**src/tqpr_defs.svh**
```systemverilog
// register map, field positions and sizes of the transmit queue block
`ifndef TQPR_DEFS_SVH
`define TQPR_DEFS_SVH
// ========================================
// register offsets
`define TQ_A_CFG 8'h00
`define TQ_A_TCR 8'h04
`define TQ_A_RCR 8'h08
`define TQ_A_PHY 8'h0c
`define TQ_A_CMD 8'h10
`define TQ_A_ARES 8'h14
`define TQ_A_PNR 8'h18
`define TQ_A_PORTS 8'h1c
`define TQ_A_IST 8'h20
`define TQ_A_ACK 8'h24
`define TQ_A_SWORD 8'h28
`define TQ_A_TXST 8'h2c
// ========================================
// field positions
`define TQ_B_CPE 0
`define TQ_B_AREL 1
`define TQ_B_EN 0
`define TQ_B_PWRDN 0
`define TQ_B_ISO 1
`define TQ_B_TXINT 0
`define TQ_B_ALLOC 1
`define TQ_B_DRAIN 2
`define TQ_B_AFAIL 7
`define TQ_B_CEMPTY 7
`define TQ_B_TEMPTY 15
`define TQ_CMD_LSB 0
`define TQ_CMD_MSB 2
`define TQ_LEN_LSB 8
`define TQ_LEN_MSB 18
// ========================================
// commands and sizes
`define TQ_CMD_ALLOC 3'h1
`define TQ_CMD_RESET 3'h2
`define TQ_CMD_REL 3'h3
`define TQ_CMD_ENQ 3'h4
`define TQ_MAXLEN 11'h600
`define TQ_PN_W 2
`define TQ_NPKT 4
`define TQ_PTR_W 2
`define TQ_SW_W 16
`endif

```
**src/tqpr_pkg.sv**
```systemverilog
// types shared by the transmit queue block
`include "tqpr_defs.svh"
package tqpr_pkg;
	typedef logic [`TQ_PN_W-1:0] tqpr_pn_t;
	typedef logic [`TQ_SW_W-1:0] tqpr_sw_t;
	typedef enum logic [1:0] {
		TX_IDLE = 2'b00,
		TX_LOAD = 2'b01,
		TX_SEND = 2'b10
	} tqpr_tx_st_t;
	typedef struct packed {
		logic [`TQ_NPKT-1:0][`TQ_PN_W-1:0] mem;
		logic [`TQ_PTR_W-1:0] wr;
		logic [`TQ_PTR_W-1:0] rd;
		logic [`TQ_PTR_W:0] cnt;
		tqpr_pn_t dout;
	} tqpr_fifo_t;
	typedef struct packed {
		logic [`TQ_NPKT-1:0] used;
		logic [`TQ_NPKT-1:0][`TQ_SW_W-1:0] sw;
		logic done;
		logic ok;
		tqpr_pn_t pn;
		tqpr_sw_t rdata;
	} tqpr_mmu_t;
	typedef struct packed {
		logic cpe;
		logic arel;
		logic tx_en;
		logic rx_en;
		logic pwr_dn;
		logic iso;
		tqpr_pn_t pnr;
		logic alloc_flag;
		logic drain_flag;
		logic sent;
		logic fail;
		tqpr_pn_t fail_pn;
		tqpr_sw_t tx_stat;
		tqpr_tx_st_t st;
		tqpr_pn_t pn_out;
		logic req;
		logic [31:0] prdata;
		logic pready;
		logic pslverr;
	} tqpr_top_t;
endpackage

```
**src/tqpr_fifo_if.sv**
```systemverilog
// packet number queue signals between the control logic and a queue
`include "tqpr_defs.svh"
interface tqpr_fifo_if;
	logic push;
	logic pop;
	logic clr;
	logic [`TQ_PN_W-1:0] din;
	logic [`TQ_PN_W-1:0] dout;
	logic empty;
	logic full;
	modport fifo (input push, pop, clr, din, output dout, empty, full);
	modport user (output push, pop, clr, din, input dout, empty, full);
endinterface

```
**src/tqpr_fifo.sv**
```systemverilog
// packet number queue with registered head output
`include "tqpr_defs.svh"
module tqpr_fifo import tqpr_pkg::*; (
	input wire logic pclk,
	input wire logic presetn,
	tqpr_fifo_if.fifo f
);
	tqpr_fifo_t s_q;
	tqpr_fifo_t s_d;
	logic do_push;
	logic do_pop;

	assign f.empty = (s_q.cnt == '0);
	assign f.full = (s_q.cnt == (`TQ_PTR_W+1)'(`TQ_NPKT));
	assign f.dout = s_q.dout;

	// ========================================
	// queue update
	// first in, first out
	always_comb begin
		s_d = s_q;
		do_push = f.push && !f.full;
		do_pop = f.pop && !f.empty;
		// head lags a pointer move by one cycle
		s_d.dout = s_q.mem[s_q.rd];
		if (do_push) begin
			s_d.mem[s_q.wr] = f.din;
			s_d.wr = s_q.wr + 1'b1;
		end
		if (do_pop) begin
			s_d.rd = s_q.rd + 1'b1;
		end
		if (do_push && !do_pop) begin
			s_d.cnt = s_q.cnt + 1'b1;
		end else if (do_pop && !do_push) begin
			s_d.cnt = s_q.cnt - 1'b1;
		end
		if (f.clr) begin
			s_d.wr = '0;
			s_d.rd = '0;
			s_d.cnt = '0;
		end
	end

	always_ff @(posedge pclk or negedge presetn) begin
		if (!presetn) begin
			s_q <= '0;
		end else begin
			s_q <= s_d;
		end
	end
endmodule

```
**src/tqpr_mmu.sv**
```systemverilog
// packet memory manager: number allocation and per-packet status word
`include "tqpr_defs.svh"
module tqpr_mmu import tqpr_pkg::*; (
	input wire logic pclk,
	input wire logic presetn,
	input wire logic alloc,
	input wire logic [`TQ_LEN_MSB-`TQ_LEN_LSB:0] alloc_len,
	input wire logic rst_cmd,
	input wire logic rel_a,
	input wire tqpr_pn_t rel_a_pn,
	input wire logic rel_b,
	input wire tqpr_pn_t rel_b_pn,
	input wire logic st_we,
	input wire tqpr_pn_t st_pn,
	input wire tqpr_sw_t st_wd,
	input wire tqpr_pn_t rd_pn,
	output logic alloc_done,
	output logic alloc_ok,
	output tqpr_pn_t alloc_pn,
	output tqpr_sw_t rd_data
);
	tqpr_mmu_t s_q;
	tqpr_mmu_t s_d;
	logic [`TQ_PN_W:0] ff;

	function automatic logic [`TQ_PN_W:0] first_free(
		input logic [`TQ_NPKT-1:0] u);
		logic [`TQ_PN_W:0] r;
		r = '0;
		for (int i = `TQ_NPKT-1; i >= 0; i--) begin
			if (!u[i]) begin
				r = {1'b1, `TQ_PN_W'(i)};
			end
		end
		return r;
	endfunction

	assign alloc_done = s_q.done;
	assign alloc_ok = s_q.ok;
	assign alloc_pn = s_q.pn;
	assign rd_data = s_q.rdata;

	// ========================================
	// allocation and release
	always_comb begin
		s_d = s_q;
		ff = first_free(s_q.used);
		s_d.done = 1'b0;
		s_d.rdata = s_q.sw[rd_pn];
		if (rel_a) begin
			s_d.used[rel_a_pn] = 1'b0;
		end
		if (rel_b) begin
			s_d.used[rel_b_pn] = 1'b0;
		end
		if (alloc) begin
			s_d.done = 1'b1;
			s_d.ok = ff[`TQ_PN_W] && (alloc_len <= `TQ_MAXLEN);
			if (s_d.ok) begin
				s_d.pn = ff[`TQ_PN_W-1:0];
				s_d.used[ff[`TQ_PN_W-1:0]] = 1'b1;
			end
		end
		if (st_we) begin
			s_d.sw[st_pn] = st_wd;
		end
		if (rst_cmd) begin
			s_d.used = '0;
		end
	end

	always_ff @(posedge pclk or negedge presetn) begin
		if (!presetn) begin
			s_q <= '0;
		end else begin
			s_q <= s_d;
		end
	end
endmodule

```
**src/tqpr_top.sv**
```systemverilog
// transmit queue, completion queue and power restore controls on apb
//
// Chosen here: the register addresses and register access over APB.
`include "tqpr_defs.svh"
// What this block does
// - core clock power enable turns on rx, tx and core clocks.
// - clearing phy power-down leaves the phy isolated.
// - transmit and receive only work once their enable bits are set.
// - allocate reserves memory, sets allocation done, reports the number.
// - enqueue pushes the packet number register into the transmit queue.
// - packet goes to the mac only when enabled and, in half duplex, not deferring.
// - without auto release, completion writes status into the first word.
// - completion moves number to completion queue unless auto released on success; interrupt while not empty.
// - failure raises interrupt, clears enable, stops, shows failed number.
// - on success host releases; manager returns memory to the pool.
// - acknowledge write removes the head of the completion queue.
// - auto release frees pages itself and flags a drained queue.
module tqpr_top import tqpr_pkg::*; (
	input wire logic pclk,
	input wire logic presetn,
	input wire logic [7:0] paddr,
	input wire logic psel,
	input wire logic penable,
	input wire logic pwrite,
	input wire logic [31:0] pwdata,
	output logic [31:0] prdata,
	output logic pready,
	output logic pslverr,
	input wire logic mac_done,
	input wire logic mac_ok,
	input wire tqpr_sw_t mac_status,
	input wire logic mac_defer,
	input wire logic full_duplex,
	output logic mac_req,
	output tqpr_pn_t mac_pn,
	output logic core_clk_en,
	output logic rx_clk_en,
	output logic tx_clk_en,
	output logic phy_power_down,
	output logic phy_isolate,
	output logic rx_accept_en
);
	tqpr_top_t s_q;
	tqpr_top_t s_d;
	logic wr;
	logic cmd_w;
	logic [2:0] cmd;
	logic m_alloc;
	logic m_rst;
	logic m_rel;
	logic m_rel_b;
	logic st_we;
	logic m_done;
	logic m_ok;
	tqpr_pn_t m_pn;
	tqpr_sw_t m_rd;
	logic fin;

	tqpr_fifo_if txf();
	tqpr_fifo_if cmpf();

	function automatic logic mapped(input logic [7:0] a);
		case (a)
			`TQ_A_CFG, `TQ_A_TCR, `TQ_A_RCR, `TQ_A_PHY,
			`TQ_A_CMD, `TQ_A_ARES, `TQ_A_PNR, `TQ_A_PORTS,
			`TQ_A_IST, `TQ_A_ACK, `TQ_A_SWORD, `TQ_A_TXST: begin
				return 1'b1;
			end
			default: begin
				return 1'b0;
			end
		endcase
	endfunction

	// ========================================
	// submodules
	tqpr_fifo u_txf (.pclk(pclk), .presetn(presetn), .f(txf.fifo));
	tqpr_fifo u_cmpf (.pclk(pclk), .presetn(presetn), .f(cmpf.fifo));

	tqpr_mmu u_mmu (
		.pclk(pclk),
		.presetn(presetn),
		.alloc(m_alloc),
		.alloc_len(pwdata[`TQ_LEN_MSB:`TQ_LEN_LSB]),
		.rst_cmd(m_rst),
		.rel_a(m_rel),
		.rel_a_pn(s_q.pnr),
		.rel_b(m_rel_b),
		.rel_b_pn(s_q.pn_out),
		.st_we(st_we),
		.st_pn(s_q.pn_out),
		.st_wd(mac_status),
		.rd_pn(s_q.pnr),
		.alloc_done(m_done),
		.alloc_ok(m_ok),
		.alloc_pn(m_pn),
		.rd_data(m_rd)
	);

	// ========================================
	// bus decode
	assign wr = psel && penable && s_q.pready && pwrite;
	assign cmd_w = wr && (paddr == `TQ_A_CMD);
	assign cmd = pwdata[`TQ_CMD_MSB:`TQ_CMD_LSB];
	assign m_alloc = cmd_w && (cmd == `TQ_CMD_ALLOC);
	assign m_rst = cmd_w && (cmd == `TQ_CMD_RESET);
	assign m_rel = cmd_w && (cmd == `TQ_CMD_REL);
	assign fin = (s_q.st == TX_SEND) && mac_done;
	assign m_rel_b = fin && mac_ok && s_q.arel;
	assign st_we = fin;

	assign txf.clr = m_rst;
	assign cmpf.clr = m_rst;
	assign txf.push = cmd_w && (cmd == `TQ_CMD_ENQ);
	assign txf.din = s_q.pnr;
	assign txf.pop = fin;
	assign cmpf.push = fin && !(mac_ok && s_q.arel);
	assign cmpf.din = s_q.pn_out;
	assign cmpf.pop = wr && (paddr == `TQ_A_ACK);

	// ========================================
	// registers and transmit engine
	always_comb begin
		s_d = s_q;
		s_d.pready = psel && !penable;
		s_d.pslverr = psel && !penable && !mapped(paddr);
		if (psel && !penable) begin
			s_d.prdata = '0;
			case (paddr)
				`TQ_A_CFG: begin
					s_d.prdata[`TQ_B_CPE] = s_q.cpe;
					s_d.prdata[`TQ_B_AREL] = s_q.arel;
				end
				`TQ_A_TCR: s_d.prdata[`TQ_B_EN] = s_q.tx_en;
				`TQ_A_RCR: s_d.prdata[`TQ_B_EN] = s_q.rx_en;
				`TQ_A_PHY: begin
					s_d.prdata[`TQ_B_PWRDN] = s_q.pwr_dn;
					s_d.prdata[`TQ_B_ISO] = s_q.iso;
				end
				`TQ_A_ARES: begin
					s_d.prdata[`TQ_PN_W-1:0] = m_pn;
					s_d.prdata[`TQ_B_AFAIL] = !m_ok;
				end
				`TQ_A_PNR: s_d.prdata[`TQ_PN_W-1:0] = s_q.pnr;
				`TQ_A_PORTS: begin
					s_d.prdata[`TQ_PN_W-1:0] =
						s_q.fail ? s_q.fail_pn : cmpf.dout;
					s_d.prdata[`TQ_B_CEMPTY] = cmpf.empty;
					s_d.prdata[`TQ_B_TEMPTY] = txf.empty;
				end
				`TQ_A_IST: begin
					s_d.prdata[`TQ_B_TXINT] = !cmpf.empty || s_q.fail;
					s_d.prdata[`TQ_B_ALLOC] = s_q.alloc_flag;
					s_d.prdata[`TQ_B_DRAIN] = s_q.drain_flag;
				end
				`TQ_A_SWORD: s_d.prdata[`TQ_SW_W-1:0] = m_rd;
				`TQ_A_TXST: s_d.prdata[`TQ_SW_W-1:0] = s_q.tx_stat;
				default: s_d.prdata = '0;
			endcase
		end
		if (wr) begin
			case (paddr)
				`TQ_A_CFG: begin
					s_d.cpe = pwdata[`TQ_B_CPE];
					s_d.arel = pwdata[`TQ_B_AREL];
				end
				`TQ_A_TCR: s_d.tx_en = pwdata[`TQ_B_EN];
				`TQ_A_RCR: s_d.rx_en = pwdata[`TQ_B_EN];
				`TQ_A_PHY: begin
					s_d.pwr_dn = pwdata[`TQ_B_PWRDN];
					s_d.iso = pwdata[`TQ_B_ISO] ||
						(s_q.pwr_dn && !pwdata[`TQ_B_PWRDN]);
				end
				`TQ_A_PNR: s_d.pnr = pwdata[`TQ_PN_W-1:0];
				`TQ_A_IST: begin
					if (pwdata[`TQ_B_TXINT]) s_d.fail = 1'b0;
					if (pwdata[`TQ_B_ALLOC]) s_d.alloc_flag = 1'b0;
					if (pwdata[`TQ_B_DRAIN]) s_d.drain_flag = 1'b0;
				end
				default: begin
				end
			endcase
		end
		// flag only on success, set beats clear
		if (m_done && m_ok) begin
			s_d.alloc_flag = 1'b1;
		end
		case (s_q.st)
			TX_IDLE: begin
				if (s_q.sent && txf.empty) begin
					s_d.drain_flag = 1'b1;
					s_d.sent = 1'b0;
				end
				// enable and deferral gate the mac
				if (s_q.tx_en && !txf.empty &&
					(full_duplex || !mac_defer)) begin
					s_d.st = TX_LOAD;
				end
			end
			TX_LOAD: begin
				// head register settles one cycle after a push
				s_d.pn_out = txf.dout;
				s_d.req = 1'b1;
				s_d.st = TX_SEND;
			end
			TX_SEND: begin
				if (mac_done) begin
					s_d.req = 1'b0;
					s_d.tx_stat = mac_status;
					s_d.st = TX_IDLE;
					if (mac_ok) begin
						s_d.sent = s_q.arel;
					end else begin
						// stop and hold the failed number
						s_d.fail = 1'b1;
						s_d.fail_pn = s_q.pn_out;
						s_d.tx_en = 1'b0;
					end
				end
			end
			default: s_d.st = TX_IDLE;
		endcase
	end

	always_ff @(posedge pclk or negedge presetn) begin
		if (!presetn) begin
			s_q <= '0;
		end else begin
			s_q <= s_d;
		end
	end

	// ========================================
	// outputs
	assign prdata = s_q.prdata;
	assign pready = s_q.pready;
	assign pslverr = s_q.pslverr;
	assign mac_req = s_q.req;
	assign mac_pn = s_q.pn_out;
	assign core_clk_en = s_q.cpe;
	assign rx_clk_en = s_q.cpe;
	assign tx_clk_en = s_q.cpe;
	assign phy_power_down = s_q.pwr_dn;
	assign phy_isolate = s_q.iso;
	assign rx_accept_en = s_q.rx_en;
endmodule

```
**config.mk**
```make
export PLATFORM = sky130hd
export DESIGN_NAME = tqpr_top
export DESIGN_NICKNAME = d
export VERILOG_FILES = /design/src/tqpr_pkg.sv /design/src/tqpr_fifo_if.sv /design/src/tqpr_fifo.sv /design/src/tqpr_mmu.sv /design/src/tqpr_top.sv
export VERILOG_INCLUDE_DIRS = /design/src /design/src/src
export SDC_FILE = /design/constraint.sdc
export NUM_CORES = 1
export LEC_CHECK = 0
export BUFFER_PORTS_ARGS = -buffer_cell sky130_fd_sc_hd__buf_2
export CAP_MARGIN = 0
export CORE_AREA = 4 4 189 155
export DETAILED_ROUTE_END_ITERATION = 10
export DIE_AREA = 0 0 193 159
export PLACE_DENSITY_LB_ADDON = 0.08
export SETUP_SLACK_MARGIN = 0.5
export SYNTH_ARGS = -nofsm -noshare
export SYNTH_HDL_FRONTEND = slang
export SYNTH_SLANG_ARGS = --single-unit
export TNS_END_PERCENT = 5
```
**constraint.sdc**
```tcl
create_clock -name pclk -period 3.5 [get_ports pclk]
set_clock_uncertainty 0.2 [all_clocks]
set_input_delay 0.7 -clock pclk [delete_from_list [all_inputs] [get_ports pclk]]
set_output_delay 0.7 -clock pclk [all_outputs]
set_load 0.1 [all_outputs]
```
# ---- Word-level counts from Yosys, hierarchy flattened
# Index checks and enable logic that the tools add are counted.
# Widths: inputs -> output; s select.
dict set report classes {
  bitwise_logic 6
  n_div 0
  add_sub_neg 8
  shift 0
  reduce_logical 79
  magnitude_cmp 13
  mux 77
  multipliers 0
  n_eq_ne 23
}
# cell n
set op_table {}
lappend op_table {{$bwmux 64} 1}
lappend op_table {{$logic_and 1x1->1} 35}
lappend op_table {{$bmux 16 s2} 1}
lappend op_table {{$demux 16 s2} 1}
lappend op_table {{$eq 8x5->1 const B} 4}
lappend op_table {{$eq 8x6->1 const B} 4}
lappend op_table {{$mux 16} 2}
lappend op_table {{$mux 2} 15}
lappend op_table {{$mux 3} 9}
lappend op_table {{$mux 4} 6}
lappend op_table {{$mux 22} 1}
lappend op_table {{$lt 2x3->1 const B} 7}
lappend op_table {{$mux 19} 1}
lappend op_table {{$mux 1} 18}
lappend op_table {{$reduce_bool 2->1} 9}
lappend op_table {{$bwmux 8} 2}
lappend op_table {{$eq 8x4->1 const B} 2}
lappend op_table {{$reduce_and 2->1} 8}
lappend op_table {{$logic_not 1->1} 14}
lappend op_table {{$mux 7} 2}
lappend op_table {{$pmux 7 s2} 1}
lappend op_table {{$reduce_or 12->1} 1}
lappend op_table {{$le 11x11->1 const B} 1}
lappend op_table {{$ge 2x1->1 const B} 5}
lappend op_table {{other kinds (32)} 56}
dict set report totals {
  memories 0
  romBits 0
  ff_bits 175
  ram_bits 0
  word_cells 250
  latch_bits 0
  out_inout_bits 43
  input_bits 65
}

# ---- Longest topological paths before layout
dict set report depth {
  ltp_word 13
  ltp_mapped 9
  mapped_depth_nobuf 8
}

# ---- Hierarchy
# From an unflattened synthesis, not the netlist that was laid out.
dict set report hier_totals {
  hier_cells 715
  hier_area_um2 8627.0
}
# mod instances area_per_inst_um2 cells_each
set by_module_without_submodules {}
lappend by_module_without_submodules {tqpr_mmu 1 3749.8 233}
lappend by_module_without_submodules {tqpr_top 1 2905.3 313}
lappend by_module_without_submodules {{tqpr_fifo at u_txf} 1 989.7 85}
lappend by_module_without_submodules {{tqpr_fifo at u_cmpf} 1 982.2 84}

# ---- Worst setup path before layout
# Ideal clock, no wire load.
dict set report synth_timing {
  kind {register -> register}
  start {register s_q, in the netlist pready}
  end {register u_cmpf.s_q[4] in the netlist's numbering}
  t_arrival_ns 2.975
  synth_period_minus_slack_ns 3.253
  path_slack_ns 0.247
  path_stages_with_launch 8
  path_buffers 0
  path_cell_list {dfrtp_1 nand4_1 nor4_4 nor2_1 fa_1 or3_1 a21o_1 a21oi_1}
}
dict set report synth_between {
  elab_chain_len 8
  elab_cells_between_ends 12
  classes_between {mux: 2; reduce/logical: 10}
}
# item line_no
set synth_rtl {}
lappend synth_rtl {{start, declared} tqpr_top.sv:43} ;# tqpr_top_t s_q;
lappend synth_rtl {{start signal, assigned} tqpr_top.sv:227} ;# s_q <= '0;
lappend synth_rtl {{start signal, assigned} tqpr_top.sv:229} ;# s_q <= s_d;
lappend synth_rtl {{$logic_and 1x1->1 * (2 in series)} tqpr_top.sv:102} ;# assign wr = psel && penable && s_q.pready && pwrite;
lappend synth_rtl {{$logic_and 1x1->1} tqpr_top.sv:119} ;# assign cmpf.pop = wr && (paddr == `TQ_A_ACK);
lappend synth_rtl {{$logic_and 1x1->1} tqpr_fifo.sv:23} ;# do_pop = f.pop && !f.empty;
lappend synth_rtl {{$logic_not 1->1} tqpr_fifo.sv:33} ;# if (do_push && !do_pop) begin
lappend synth_rtl {{$logic_and 1x1->1} tqpr_fifo.sv:33}
lappend synth_rtl {{$mux 3} tqpr_fifo.sv:33}
lappend synth_rtl {{$mux 7} tqpr_fifo.sv:38} ;# if (f.clr) begin
lappend synth_rtl {{end signal, assigned} tqpr_fifo.sv:47} ;# s_q <= '0;
lappend synth_rtl {{end signal, assigned} tqpr_fifo.sv:49} ;# s_q <= s_d;
lappend synth_rtl {{end, declared} tqpr_fifo.sv:8} ;# tqpr_fifo_t s_q;
# Every way passes the cells marked *; elsewhere a longest branch is shown, timed or not.
# A chain may end at the register's enable or synchronous reset.

# ---- Final worst setup path
dict set report layout_timing {
  start {input port paddr[5]}
  end {register u_cmpf.s_q[4] in the netlist's numbering}
}
dict set report layout_between {
  elab_chain_len 7
  elab_cells_between_ends 12
  classes_between {eq/ne: 2; mux: 2; reduce/logical: 8}
}
# item line_no
set layout_rtl {}
lappend layout_rtl {{start, declared} tqpr_top.sv:21} ;# input wire logic [7:0] paddr,
lappend layout_rtl {{$eq 8x6->1} n/a}
lappend layout_rtl {{$logic_and 1x1->1} tqpr_top.sv:119}
lappend layout_rtl {{$logic_and 1x1->1} tqpr_fifo.sv:23}
lappend layout_rtl {{$logic_not 1->1} tqpr_fifo.sv:33}
lappend layout_rtl {{$logic_and 1x1->1} tqpr_fifo.sv:33}
lappend layout_rtl {{$mux 3} tqpr_fifo.sv:33}
lappend layout_rtl {{$mux 7} tqpr_fifo.sv:38}
# Parallel ways exist; a longest one is shown, timed or not.

==> summary by stage <==
Critical path
The worst path buffer plus inverter count is 1. STA puts the critical path data arrival time at 2920 ps. In this design, the stage delay of the slowest critical-path cell is 540 ps. In this run the worst path has a maximum fanout of 12. The capturing element type of the critical path is a flip-flop. The critical path is of the input port to flip-flop type. STA classifies the critical path startpoint as an input port. Among all stages on the critical path, the largest delay is contributed by sky130_fd_sc_hd__or4b_4.

Traced cell by cell, the critical path runs through buf_2 -> or4b_4 -> nor4_4 -> nor2_1 -> fa_2 -> or3_1 -> a21o_1 -> a21oi_1. The required time of the critical path is 3660 ps. The category of cells accounting for the largest share of critical-path delay is simple AND/OR/NAND/NOR gates.

Power
The power per cell area is 478 nW/um^2. The leakage power of the design is 4.51 nW. VDD sags by at most 0.265 mV. The design draws 4.53 mW.

Clock tree
The maximum level of the CTS H-tree is 4. CTS saw 175 sinks. The clock transition at the registers of the reported paths is 80 ps. The clock passes through at most 2 buffers.

In this run, post-CTS hold repair placed 0 buffers. The tree is rooted in a sky130_fd_sc_hd__clkbuf_16. After clock tree synthesis, the repair step resized 0 gates. Buffers inserted during clock tree synthesis total 17. The number of setup buffers added after CTS is 0. The clock tree from TritonCTS is yes. The clock latency on the worst-skew pair is 430 ps.

Placed design
The weighted congestion at the end of routability-driven global placement is 0.795. Once placement finished, the instance area stood at 8830 sq um. Once detailed placement completed, the half-perimeter wirelength came to 14.6 mm. The count of buffers added on input and output ports is 73.

Detailed routing
The wire length on met2 is 9.47 mm. Summed over all nets, wire length on met3 after detailed routing comes to 1.02 mm. Wires add up to 21.3 mm.

The total via count after detailed routing is 5,429. The number of optimization iterations in the first detailed-route pass is 6. The number of DRC markers after the initial detailed-route iteration is 487. The detailed-route wire length per cell is 19.1 um. The highest metal layer with signal wires is met5. After detailed routing, the number of remaining DRC violations is 0.

The detailed router put a total of 10.5 mm of wire on met1. The post-detailed-route count of antenna-violating nets is 0. The via count normalized by instance count is 4.85.

Timing
The worst slew margin relative to its limit is 0.380. The post-route fraction of the period consumed by the critical path is 0.788. The number of endpoints with negative hold slack in the final report came to 0. The number of max-slew violations in the final report is 0. Setup repair after global routing left no endpoint under its margin. The upper clock frequency limit is 362 MHz.

The final-layout setup total negative slack is 0 ps. Across all hold checks on the routed design, the worst slack comes to 145 ps. Setup violations remaining at the end of the flow were counted as 0.

The shortest clock period the worst path allows after layout is 2760 ps. The slew at the pin closest to its max-slew limit is 930 ps.

Cells and area
The multi-input combinational cells in the finished layout cover a total of 3350 sq um. The filler cell count is 2,658. Compared with the post-synthesis result, the final layout area differs by 16.8%. The final antenna diode count is 0. The sequential cells in the finished layout cover a total of 4380 sq um. The number of nets in the final layout is 817. The finished cells cover 9480 sq um. The ratio of cells with drive above 1 in the final layout is 0.331.

Global route
The first global-routing pass estimated 33.6 mm of wire. Entering global routing, the biggest net connects 92 pins. The number of antenna violations at the first check in global routing is 3. The global-route usage over all layers is 0.143. The number of global-route vias before repair was 5,555. The aggregate global routing overflow is 0.

Synthesis
In the synthesized netlist the async set-or-reset flop fraction comes to 1.00. The average instance in the mapped netlist occupies 12.0 sq um. Sorting the synthesized cells by area gives the leading types as sky130_fd_sc_hd__dfrtp_1 54%, sky130_fd_sc_hd__mux2_2 12%, sky130_fd_sc_hd__mux4_2 5.6%. The synthesized instance count is 674.

The top cell type's share of synthesized area is 0.540. sky130_fd_sc_hd__dfrtp_1 takes more of the synthesized area than any other cell. Yosys instantiated no cell more often than sky130_fd_sc_hd__dfrtp_1.

By count the netlist is led by 175 x sky130_fd_sc_hd__dfrtp_1, 88 x sky130_fd_sc_hd__mux2_2, 87 x sky130_fd_sc_hd__nand2_1. The synthesized design contains 0 enable-type register cells. The Yosys step of the flow raised 0 warnings. The synthesized design contains 175 register bits. The flip-flop cell with the highest count after synthesis is sky130_fd_sc_hd__dfrtp_1.

The sequential element share of the synthesized area is 0.540. The distinct cell type count after synthesis is 66. After synthesis the cells add up to 8110 sq um.

Die
The floorplan step defined a die boundary enclosing 30,700 sq um. Measured along the y axis, the die boundary spans 159 um. The placeable core region is 27,100 sq um. The chip width is 193 um. For this configuration, the core starts out at a cell density of 0.299. During I/O placement, the number of pins put on the boundary was 108.

The standard-cell row count is 54.

Run status
The flow ran to the end, and the final reports show no timing, DRC or antenna violations.

Min path
The worst hold path belongs to the class input port to asynchronous set/reset pin.

Job
The number of max-cap violations is 0.
-- layout make-up --
| class | instances | area share |
|---|---|---|
| clock buffers | 17 | 0.0449 |
| clock inverters | 15 | 0.0232 |
| inverters | 15 | 0.00594 |
| multi-input cells | 436 | 0.354 |
| flip-flops and latches | 175 | 0.462 |
| well taps | 364 | 0.0480 |
| repair buffers | 97 | 0.0622 |
-- cells by family (layout without fill, tap and decap cells) --
family                     count (synthesis)  in the layout  synth area share
other                                      1             16          0.000462
buffers and inverters                     78            144            0.0544
xor gates and xnor gates                   8              8           0.00864
DFF                                      175            175             0.540
and+or+nand+nor                          213            213             0.130
adders and majority gates                 10             10            0.0173
AOI/OAI and AO/OA                         74             74            0.0637
muxes                                    115            115             0.186
-- metrics by stage --
step | instances | setup WS [ps] | util
finish | 1119 | 741 | 0.350
global route | 1119 | 634 | 0.350
CTS | 1119 | 755 | 0.350
detailed placement | 1087 | 297 | 0.326
global placement | 1087 | 332 | 0.326
floorplan | 689 | 427 | -
-- where the power goes --
part | internal, mW | switching (mW) | total (mW) | leakage, nW
combinational | 0.0667 | 0.347 | 0.413 | 1.79
clock | 1.11 | 0.949 | 2.06 | 0.310
sequential | 2.04 | 0.0123 | 2.05 | 2.41
-- registers in the layout (all words and copies together), names as in the netlist, 2 cells and up --
name and count:
u_mmu.alloc_pn 2, u_txf.f.dout 2, u_mmu.s_q 68, txf.din 2
u_cmpf.s_q 15, mac_pn 2, s_q 26, u_mmu.rd_data 16
prdata 16, u_cmpf.f.dout 2, u_txf.s_q 15
-- path summary, 6_finish.rpt --
| kind | startpoint | endpoint | slack [ps] | depth (start not counted) |
|---|---|---|---|---|
| setup / recovery | paddr[5] | u_cmpf.s_q[4] | 740 | 8 |
| hold / removal | presetn | u_txf.s_q[8] | 140 | 1 |
| setup reg to reg | u_txf.s_q[2] | u_txf.s_q[4] | 890 | 6 |
| hold reg to reg | prdata[15] | prdata[15] | 280 | 2 |
| max in group asynchronous | presetn | u_mmu.rd_data[2] | 2240 | 2 |
| min in group pclk | prdata[15] | prdata[15] | 280 | 2 |
-- per-layer routing --
metal,GRT usage,vias up
met4,0.0409,6
met5,0,-
met3,0.0373,24
met2,0.208,104
li1,-,2499
met1,0.211,2796
-- layout by cell type, fill, tap and decap left out, drive strengths merged, types with 5 or more instances in the layout --
cell type  count
nor4           7
nor2          59
mux2          88
a221oi        14
buf           97
o21ai         11
xnor2          6
inv           22
clkbuf        17
mux4          20
nor3          16
dfrtp        175
nand3          7
mux2i          7
nand2         87
conb          16
a21oi         17
ha             8
clkinv         5
No activity file was read; power rests on OpenSTA's default activity.
